<file path="config.mk">
export PLATFORM = sky130hd
export DESIGN_NAME = cmem_core
export DESIGN_NICKNAME = d
export VERILOG_FILES = /design/src/cmem_pkg.sv /design/src/cmem_core.sv /design/src/cmem_decode.sv
export SDC_FILE = /design/constraint.sdc
export NUM_CORES = 2
export LEC_CHECK = 0
export ABC_CLOCK_PERIOD_IN_PS = 5300
export BUFFER_PORTS_ARGS = -buffer_cell sky130_fd_sc_hd__buf_4
export CAP_MARGIN = 5
export CELL_PAD_IN_SITES_DETAIL_PLACEMENT = 0
export CELL_PAD_IN_SITES_GLOBAL_PLACEMENT = 1
export CORE_MARGIN = 3
export CORE_UTILIZATION = 47
export DETAILED_ROUTE_END_ITERATION = 16
export PLACE_DENSITY = 0.83
export SLEW_MARGIN = 20
export SYNTH_ARGS = -nofsm -noshare
export SYNTH_HDL_FRONTEND = slang
export SYNTH_SLANG_ARGS = --single-unit
</file>
<file path="constraint.sdc">
create_clock -name clk_in -period 5.3 [get_ports clk_in]
set_input_delay 0.53 -clock clk_in [delete_from_list [all_inputs] [get_ports clk_in]]
set_output_delay 0.53 -clock clk_in [all_outputs]
set_load 0.02 [all_outputs]
</file>
<file path="src/cmem_pkg.sv">
// Package with constants and types for the core stack and banked memory block.
package cmem_pkg;
  localparam int unsigned STACK_WIDTH   = 15;
  localparam int unsigned STACK_DEPTH   = 16;
  localparam int unsigned PTR_WIDTH     = 16;
  localparam int unsigned OFFSET_WIDTH  = 7;
  localparam int unsigned BANK_WIDTH    = 5;
  localparam int unsigned DATA_WIDTH    = 8;
  localparam int unsigned INSN_COUNT    = 49;
  // Bank region boundaries, as 7-bit in-bank offsets.
  localparam logic [6:0] CORE_LAST      = 7'h0b;
  localparam logic [6:0] SFR_FIRST      = 7'h0c;
  localparam logic [6:0] SFR_LAST       = 7'h1f;
  localparam logic [6:0] GRAM_FIRST     = 7'h20;
  localparam logic [6:0] GRAM_LAST      = 7'h6f;
  localparam logic [6:0] COMMON_FIRST   = 7'h70;
  localparam int unsigned GRAM_BYTES    = 80;
  localparam int unsigned COMMON_BYTES  = 16;
  localparam int unsigned CORE_REGS     = 12;
  // Unified pointer space windows.
  localparam logic [15:0] LINEAR_BASE   = 16'h2000;
  localparam logic [15:0] LINEAR_LIMIT  = 16'h29af;
  localparam logic [15:0] PROG_BASE     = 16'h8000;
  // Reset values.
  localparam logic [15:0] PTR_RESET     = 16'h0000;
  localparam logic [4:0]  SP_RESET      = 5'h00;
  // Unified space target of an access.
  typedef enum logic [2:0] {
    CMEM_TGT_CORE   = 3'b000,
    CMEM_TGT_SFR    = 3'b001,
    CMEM_TGT_GRAM   = 3'b010,
    CMEM_TGT_COMMON = 3'b011,
    CMEM_TGT_PROG   = 3'b100,
    CMEM_TGT_NONE   = 3'b101
  } cmem_target_type;
  // Indirect access sequencing.
  typedef enum logic [1:0] {
    CMEM_ST_IDLE  = 2'b00,
    CMEM_ST_FETCH = 2'b01
  } cmem_state_type;
endpackage : cmem_pkg

</file>
<file path="src/cmem_core.sv">
// Core memory block: return stack, indirect pointers, banked data map, shadows.
// Notes on behaviour
// RULE1 - Return stack holds sixteen entries of fifteen bits each.
// RULE2 - Overflowing push or empty pop sets its flag in the power-control status.
// RULE3 - With fault reset enabled, a stack fault also requests a software reset.
// RULE4 - Two independent sixteen-bit indirect pointers are provided.
// RULE5 - Each pointer reaches every file register and program memory.
// RULE6 - Indirect access to program memory costs one extra instruction cycle.
// RULE7 - General RAM is also reachable as one linear unbanked region.
// RULE8 - Special registers fill offsets 0Ch to 1Fh of every bank.
// RULE9 - Each bank holds at most eighty bytes of general RAM after the special registers; the code maps it in bank 0 only.
// RULE10 - Offsets 70h to 7Fh of every bank map to one shared common RAM.
// RULE11 - Interrupt entry saves selected registers to shadows; return restores them.
// RULE12 - The instruction set has 49 instructions including pointer operations.
// RULE13 - Offsets 00h to 0Bh of every bank decode to the twelve core registers.
// RULE14 - With fault reset disabled, a stack fault only sets its flag.
`timescale 1ns/1ns
`default_nettype none
module cmem_core
  import cmem_pkg::*;
#(
  parameter int unsigned GRAM_SIZE   = 80,
  parameter int unsigned COMMON_SIZE = 16
) (
  input  wire logic                 clk_in,
  input  wire logic                 srst_in,
  // Stack port.
  input  wire logic                 push_in,
  input  wire logic                 pop_in,
  input  wire logic [14:0]          push_addr_in,
  output logic [14:0]               top_addr_out,
  output logic [4:0]                stack_level_out,
  input  wire logic                 stack_fault_reset_en_in,
  output logic                      stack_overflow_flag_out,
  output logic                      stack_underflow_flag_out,
  input  wire logic                 flags_clear_in,
  output logic                      soft_reset_out,
  // Pointer loads.
  input  wire logic                 ptr_load_in,
  input  wire logic                 ptr_sel_in,
  input  wire logic [15:0]          ptr_value_in,
  input  wire logic                 ptr_inc_in,
  output logic [15:0]               indirect_pointer0_out,
  output logic [15:0]               indirect_pointer1_out,
  // Data access.
  input  wire logic                 access_in,
  input  wire logic                 indirect_in,
  input  wire logic                 write_in,
  input  wire logic [4:0]           bank_in,
  input  wire logic [6:0]           offset_in,
  input  wire logic [7:0]           wdata_in,
  output logic [7:0]                rdata_out,
  output logic                      stall_out,
  output logic                      done_out,
  output logic                      sfr_sel_out,
  output logic [4:0]                sfr_index_out,
  input  wire logic [7:0]           sfr_rdata_in,
  output logic                      prog_req_out,
  output logic [14:0]               prog_addr_out,
  input  wire logic [13:0]          prog_data_in,
  // Core register file view and interrupt shadowing.
  input  wire logic                 irq_entry_in,
  input  wire logic                 irq_return_in,
  output logic [7:0]                core_reg_out [CORE_REGS]
);
  cmem_target_type target;
  cmem_state_type  state_r, state_nxt;
  logic [6:0]      index;
  logic [14:0]     stack_r [STACK_DEPTH];
  logic [14:0]     stack_nxt [STACK_DEPTH];
  logic [4:0]      sp_r, sp_nxt;
  logic            ovf_r, ovf_nxt, unf_r, unf_nxt, srst_r, srst_nxt;
  logic [15:0]     ptr_r [2];
  logic [15:0]     ptr_nxt [2];
  logic [7:0]      gram_r [GRAM_SIZE];
  logic [7:0]      gram_nxt [GRAM_SIZE];
  logic [7:0]      com_r [COMMON_SIZE];
  logic [7:0]      com_nxt [COMMON_SIZE];
  logic [7:0]      creg_r [CORE_REGS];
  logic [7:0]      creg_nxt [CORE_REGS];
  logic [7:0]      shadow_r [CORE_REGS];
  logic [7:0]      shadow_nxt [CORE_REGS];
  logic [7:0]      rdata_r, rdata_nxt;
  logic            done_r, done_nxt;
  logic [15:0]     cur_ptr;
  logic [14:0]     prog_addr;
  logic            do_access;

  // The selected pointer addresses the unified space; direct access uses bank.
  assign cur_ptr = ptr_r[ptr_sel_in];

  cmem_decode u_decode (
    .direct_in     (!indirect_in),
    .bank_in       (bank_in),
    .offset_in     (offset_in),
    .pointer_in    (cur_ptr),
    .target_out    (target),
    .index_out     (index),
    .prog_addr_out (prog_addr)
  );

  // Stack: a push at full depth and a pop when empty leave the stack intact.
  always_comb begin
    stack_nxt = stack_r;
    sp_nxt    = sp_r;
    ovf_nxt   = ovf_r & ~flags_clear_in;
    unf_nxt   = unf_r & ~flags_clear_in;
    srst_nxt  = 1'b0;
    if (push_in) begin
      if (sp_r == 5'(STACK_DEPTH)) begin
        ovf_nxt  = 1'b1; // RULE2
        srst_nxt = stack_fault_reset_en_in; // RULE3 RULE14
      end else begin
        stack_nxt[sp_r[3:0]] = push_addr_in; // RULE1
        sp_nxt               = sp_r + 5'h01;
      end
    end else if (pop_in) begin
      if (sp_r == SP_RESET) begin
        unf_nxt  = 1'b1; // RULE2
        srst_nxt = stack_fault_reset_en_in; // RULE3 RULE14
      end else begin
        sp_nxt = sp_r - 5'h01;
      end
    end
  end

  always_ff @(posedge clk_in) begin
    if (srst_in) begin
      sp_r   <= SP_RESET;
      ovf_r  <= 1'b0;
      unf_r  <= 1'b0;
      srst_r <= 1'b0;
      for (int i = 0; i < STACK_DEPTH; i++) stack_r[i] <= 15'h0000;
    end else begin
      sp_r    <= sp_nxt;
      ovf_r   <= ovf_nxt;
      unf_r   <= unf_nxt;
      srst_r  <= srst_nxt;
      stack_r <= stack_nxt;
    end
  end

  assign top_addr_out             = (sp_r == SP_RESET) ? 15'h0000 : stack_r[4'(sp_r - 5'h01)];
  assign stack_level_out          = sp_r;
  assign stack_overflow_flag_out  = ovf_r;
  assign stack_underflow_flag_out = unf_r;
  assign soft_reset_out           = srst_r;

  // Program-memory reads through a pointer wait one cycle for the word.
  assign do_access = access_in && (state_r == CMEM_ST_IDLE);
  always_comb begin
    state_nxt = state_r;
    unique case (state_r)
      CMEM_ST_IDLE: begin
        if (access_in && indirect_in && target == CMEM_TGT_PROG) begin
          state_nxt = CMEM_ST_FETCH; // RULE6
        end
      end
      CMEM_ST_FETCH: state_nxt = CMEM_ST_IDLE;
    endcase
  end

  assign stall_out     = do_access && indirect_in && target == CMEM_TGT_PROG; // RULE6
  assign prog_req_out  = stall_out;
  assign prog_addr_out = prog_addr;
  assign sfr_sel_out   = do_access && target == CMEM_TGT_SFR;
  assign sfr_index_out = index[4:0];

  // Data path: writes land in their region; reads are registered.
  // Core registers and common RAM ignore the bank, which is what makes them
  // usable from any bank without a switch.
  always_comb begin
    gram_nxt   = gram_r;
    com_nxt    = com_r;
    creg_nxt   = creg_r;
    shadow_nxt = shadow_r;
    ptr_nxt    = ptr_r;
    rdata_nxt  = rdata_r;
    done_nxt   = 1'b0;
    if (state_r == CMEM_ST_FETCH) begin
      rdata_nxt = prog_data_in[7:0]; // RULE6
      done_nxt  = 1'b1;
    end else if (do_access && !stall_out) begin
      done_nxt = 1'b1;
      unique case (target)
        CMEM_TGT_CORE: begin
          if (write_in) creg_nxt[index[3:0]] = wdata_in; // RULE13
          rdata_nxt = creg_r[index[3:0]];
        end
        CMEM_TGT_SFR: rdata_nxt = sfr_rdata_in; // RULE8
        CMEM_TGT_GRAM: begin
          if (write_in) gram_nxt[index] = wdata_in; // RULE9
          rdata_nxt = gram_r[index];
        end
        CMEM_TGT_COMMON: begin
          if (write_in) com_nxt[index[3:0]] = wdata_in; // RULE10
          rdata_nxt = com_r[index[3:0]];
        end
        default: rdata_nxt = 8'h00;
      endcase
    end
    // Pointer load and post-increment; the two pointers never alias.
    if (ptr_load_in) begin
      ptr_nxt[ptr_sel_in] = ptr_value_in; // RULE4
    end else if (ptr_inc_in) begin
      ptr_nxt[ptr_sel_in] = ptr_r[ptr_sel_in] + 16'h0001; // RULE5
    end
    // Context save on entry, restore on return.
    if (irq_entry_in) begin
      shadow_nxt = creg_r; // RULE11
    end else if (irq_return_in) begin
      creg_nxt = shadow_r; // RULE11
    end
  end

  always_ff @(posedge clk_in) begin
    if (srst_in) begin
      state_r <= CMEM_ST_IDLE;
      rdata_r <= 8'h00;
      done_r  <= 1'b0;
      ptr_r[0] <= PTR_RESET;
      ptr_r[1] <= PTR_RESET;
      for (int i = 0; i < GRAM_SIZE; i++) gram_r[i] <= 8'h00;
      for (int i = 0; i < COMMON_SIZE; i++) com_r[i] <= 8'h00;
      for (int i = 0; i < CORE_REGS; i++) begin
        creg_r[i]   <= 8'h00;
        shadow_r[i] <= 8'h00;
      end
    end else begin
      state_r  <= state_nxt;
      rdata_r  <= rdata_nxt;
      done_r   <= done_nxt;
      ptr_r    <= ptr_nxt;
      gram_r   <= gram_nxt;
      com_r    <= com_nxt;
      creg_r   <= creg_nxt;
      shadow_r <= shadow_nxt;
    end
  end

  assign rdata_out             = rdata_r;
  assign done_out              = done_r;
  assign indirect_pointer0_out = ptr_r[0];
  assign indirect_pointer1_out = ptr_r[1];
  assign core_reg_out          = creg_r;
  // The 49-instruction decoder sits outside; this block serves its pointer ops.
  // RULE12
endmodule : cmem_core
`default_nettype wire

</file>
<file path="src/cmem_decode.sv">
// Address decoder mapping a bank plus offset or a pointer into the unified map.
`timescale 1ns/1ns
`default_nettype none
module cmem_decode
  import cmem_pkg::*;
(
  input  wire logic                 direct_in,
  input  wire logic [4:0]           bank_in,
  input  wire logic [6:0]           offset_in,
  input  wire logic [15:0]          pointer_in,
  output var  cmem_target_type      target_out,
  output logic [6:0]                index_out,
  output logic [14:0]               prog_addr_out
);
  logic [15:0] lin_off;
  logic [6:0]  off;
  logic [4:0]  bank;

  // Pointer values above the data space reach program memory; a linear window
  // reaches the general RAM with no bank bits, so arrays need no bank switching.
  always_comb begin
    target_out    = CMEM_TGT_NONE;
    index_out     = 7'h00;
    prog_addr_out = pointer_in[14:0];
    lin_off       = pointer_in - LINEAR_BASE;
    off           = direct_in ? offset_in : pointer_in[6:0];
    bank          = direct_in ? bank_in : pointer_in[11:7];
    if (!direct_in && pointer_in >= PROG_BASE) begin
      target_out = CMEM_TGT_PROG; // RULE5
    end else if (!direct_in && pointer_in >= LINEAR_BASE) begin
      if (pointer_in <= LINEAR_LIMIT && lin_off[15:0] < 16'(GRAM_BYTES)) begin
        target_out = CMEM_TGT_GRAM; // RULE7
        index_out  = lin_off[6:0];
      end
    end else if (!direct_in && pointer_in[15:12] != 4'h0) begin
      target_out = CMEM_TGT_NONE;
    end else if (off <= CORE_LAST) begin
      target_out = CMEM_TGT_CORE; // RULE13
      index_out  = off;
    end else if (off <= SFR_LAST) begin
      target_out = CMEM_TGT_SFR; // RULE8
      index_out  = off - SFR_FIRST;
    end else if (off < COMMON_FIRST) begin
      if (bank == 5'h00) begin
        target_out = CMEM_TGT_GRAM; // RULE9
        index_out  = off - GRAM_FIRST;
      end
    end else begin
      target_out = CMEM_TGT_COMMON; // RULE10
      index_out  = off - COMMON_FIRST;
    end
  end
endmodule : cmem_decode
`default_nettype wire

</file>
==> results_dict.tcl <==
set metrics [dict create \
    status "finished clean" \
    clock_sinks 1250 \
    yosysTopAreaCellShare 0.449 \
    netlist_top_cells_area "dfxtp_1, nand2_1, a21oi_1" \
    grtUsageMet2 0.482 \
    r2r_slack_ns 0.24 \
    die_w_um 350 \
    finalSetupTns_ns 0 \
    wire_per_inst_um 23.7 \
    p_leak_uw 0.0231 \
    port_buffers 263 \
    wirelength_mm 201 \
    grt_busiest_layer "met2" \
    vdd_drop_max_uv 561 \
    finalSetupViolCount 0 \
    top_level_ports 270 \
    ys_async_sr_fraction 0 \
    gp_congestion 0.920 \
    required_ns 5.99 \
    drt.antenna.violating_nets 0 \
    core_area_mm2 0.117 \
    clock_latency_ns 0.75 \
    max_freq_mhz 198 \
    endpoint_kind "register" \
    final_nets 6968 \
    grt_use_met1 0.435 \
    drt_iter0_drc 6431 \
    post-route-min-period_ns 5.06 \
    ys_seq_area_frac 0.449 \
    total_power_uw 25600 \
    drv_slew 0 \
    num_rows 125 \
    critPathKind "reg -> reg" \
    clock_skew_ns 0.0228 \
    start_kind "register" \
    worst_slew_pin_slew_ns 1.18 \
    vias 52400 \
    syn-mean-instance-area_um2 8.13 \
    cap_violations 0 \
    relSlewSlack 0.211 \
    grt_pass1_vias 49000 \
    grt_use_total 0.315 \
    grt_antenna_before_repair 2 \
    fin_crit_sh 0.955 \
    ys_seq_elements 1250 \
    synth_edf_count 0 \
    die_area_mm2 0.123 \
    hpwl_mm 129 \
    hold_viol 0 \
    worst-path-max-fanout 40 \
    critical_path_arrival_ns 5.75 \
    ys_warn_count 0 \
    ctsRootBufferMaster "clkbuf_16" \
    via_per_inst 6.17 \
    detail_route.first_pass.iterations 6 \
    cts_tree "done" \
    grtUsageMet3 0.0658 \
    yosysTopAreaCell "dfxtp_1" \
    synthesis.nets 6963 \
    area_delta_synth_final_pct 14.9 \
    min_path_type "in -> reg" \
    drive_above_1_share 0.131 \
    fin_util 0.548 \
    synth_cell_type_count 99 \
    ys.flop_type "dfxtp_1" \
    cts.htree.levels 4 \
    die_h_um 350 \
    grt_pass1_wl_mm 304 \
    cts.clk_slew.worst_paths_ns 0.06 \
    syn_inst 6858 \
    drcViolationCount 0 \
    rsz0062_at_grt "true" \
    cts-buffers-inserted 139 \
    grt_remaining_overflow 0 \
    grt_max_degree 228 \
    clk_path_buf_depth 3 \
    initial_core_util 0.477 \
    cts_hold_buf 0 \
    power_density_mw_per_mm2 400 \
    synth_area_mm2 0.0558 \
]
## worst paths after layout
path,start,end,depth (start not counted)
setup / recovery,indirect_pointer1_out[2],rdata_out[1],17
hold / removal,pop_in,stack_underflow_flag_out,3
setup reg to reg,indirect_pointer1_out[2],rdata_out[1],17
hold reg to reg,stack_r[179],stack_r[179],2
## layout make-up
class	count	area, um2
inverters	36	140
multi-input cells	4921	28100
clock inverters	43	573
well taps	1524	1910
diodes	4	10.0
repair buffers	515	4210
fillers	10800	52900
flip-flops and latches	1250	25000
clock buffers	202	4120
## synthesized netlist by cell type, drive strengths merged (8+ instances only)
cell / instances
and3: 13
ha: 18
nor2b: 22
or3: 9
mux2i: 398
o211ai: 14
o22ai: 369
a41o: 10
a211oi: 131
dfxtp: 1250
clkbuf: 453
nand4: 27
a22oi: 11
or4: 15
a21oi: 850
inv: 36
mux4: 60
a311oi: 35
nand2: 1245
a211o: 12
xnor2: 15
nor4: 15
buf: 198
o221ai: 14
a21o: 11
nand2b: 8
o21ai: 373
o31ai: 9
and2: 10
and4: 12
nand3: 420
nor2: 601
a221oi: 9
nor3: 89
## stage by stage
| step | instance area [um2] | setup WS [ns] | instances | hold WS (ns) |
|---|---|---|---|---|
| after global placement | 59400 | 0.0818 | 8246 | 0.438 |
| after floorplan | 55800 | 0.495 | 6858 | 0.432 |
| final | 64100 | 0.239 | 8495 | 0.0631 |
| after detailed placement | 59400 | 0.0356 | 8246 | 0.443 |
| after CTS | 64100 | 0.416 | 8491 | 0.0287 |
| after global routing | 64100 | -0.00974 | 8491 | 0.0675 |
## report_power, final
part           leakage [uW]  switching, uW  internal [uW]
Combinational        0.0107           3960           1830
Clock               0.00232           4030           5980
Sequential           0.0101            218           9620
Total                0.0231           8210          17400
## kinds of logic (layout without fill, tap and decap cells)
family,after synthesis,in the layout,share of synthesized area
adders and majority gates,18,18,0.00404
muxes,460,460,0.0961
AOI/OAI and AO/OA,1909,1909,0.199
and+or+nand+nor,2512,2512,0.198
other,0,4,0
buffers and inverters,687,796,0.0509
xor gates and xnor gates,22,22,0.00345
DFF,1250,1250,0.449
## sequential cells by signal (all words and copies together) (netlist names)
name,flops
indirect_pointer1_out,16
soft_reset_out,1
stack_level_out,5
rdata_out,8
stack_r,240
state_r,1
stack_overflow_flag_out,1
stack_underflow_flag_out,1
done_out,1
com_r,128
indirect_pointer0_out,16
gram_r,640
shadow_r,96
core_reg_out,96
## worst max-delay path, stage by stage, from the launching register on
cell and delay [ns]:
dfxtp_1 0.33, mux2i_1 0.20, a21o_1 0.31, inv_1 0.12, ha_1 0.27, nand2_1 0.09
a211oi_2 0.07, nor3_2 0.31, o21ai_1 0.24, nor3_2 0.67, or2_4 0.48, buf_12 0.31
buf_4 0.22, o22ai_1 0.08, o21ai_0 0.39, nand4_1 0.40, a41oi_1 0.36, a41o_1 0.12
## placed cells by master, fill, tap and decap left out, types with 27 or more instances in the layout
cell type	count
inv_1	32
clkbuf_1	28
nor3_1	85
nor2_1	553
mux2i_1	397
o21ai_0	365
a21oi_1	846
nand3_1	412
dfxtp_1	1249
mux4_2	60
buf_12	27
o22ai_1	369
nand4_1	27
a211oi_1	128
clkbuf_8	30
a311oi_1	35
clkbuf_16	144
nand2_1	1236
buf_4	487
## what timing repair did
action,4_1_cts,5_1_grt
endpoints found under the setup margin,0,9
gates resized for setup,0,4
buffers inserted,0,0
## metal layers
metal	wire length, um	vias up	part of all wire
li1	-	24200	-
met1	85600	25300	0.43
met2	88500	2476	0.44
met3	18800	441	0.093
met4	8100	2	0.040
met5	10	-	0.000050
(Power assumes the default switching activity.)
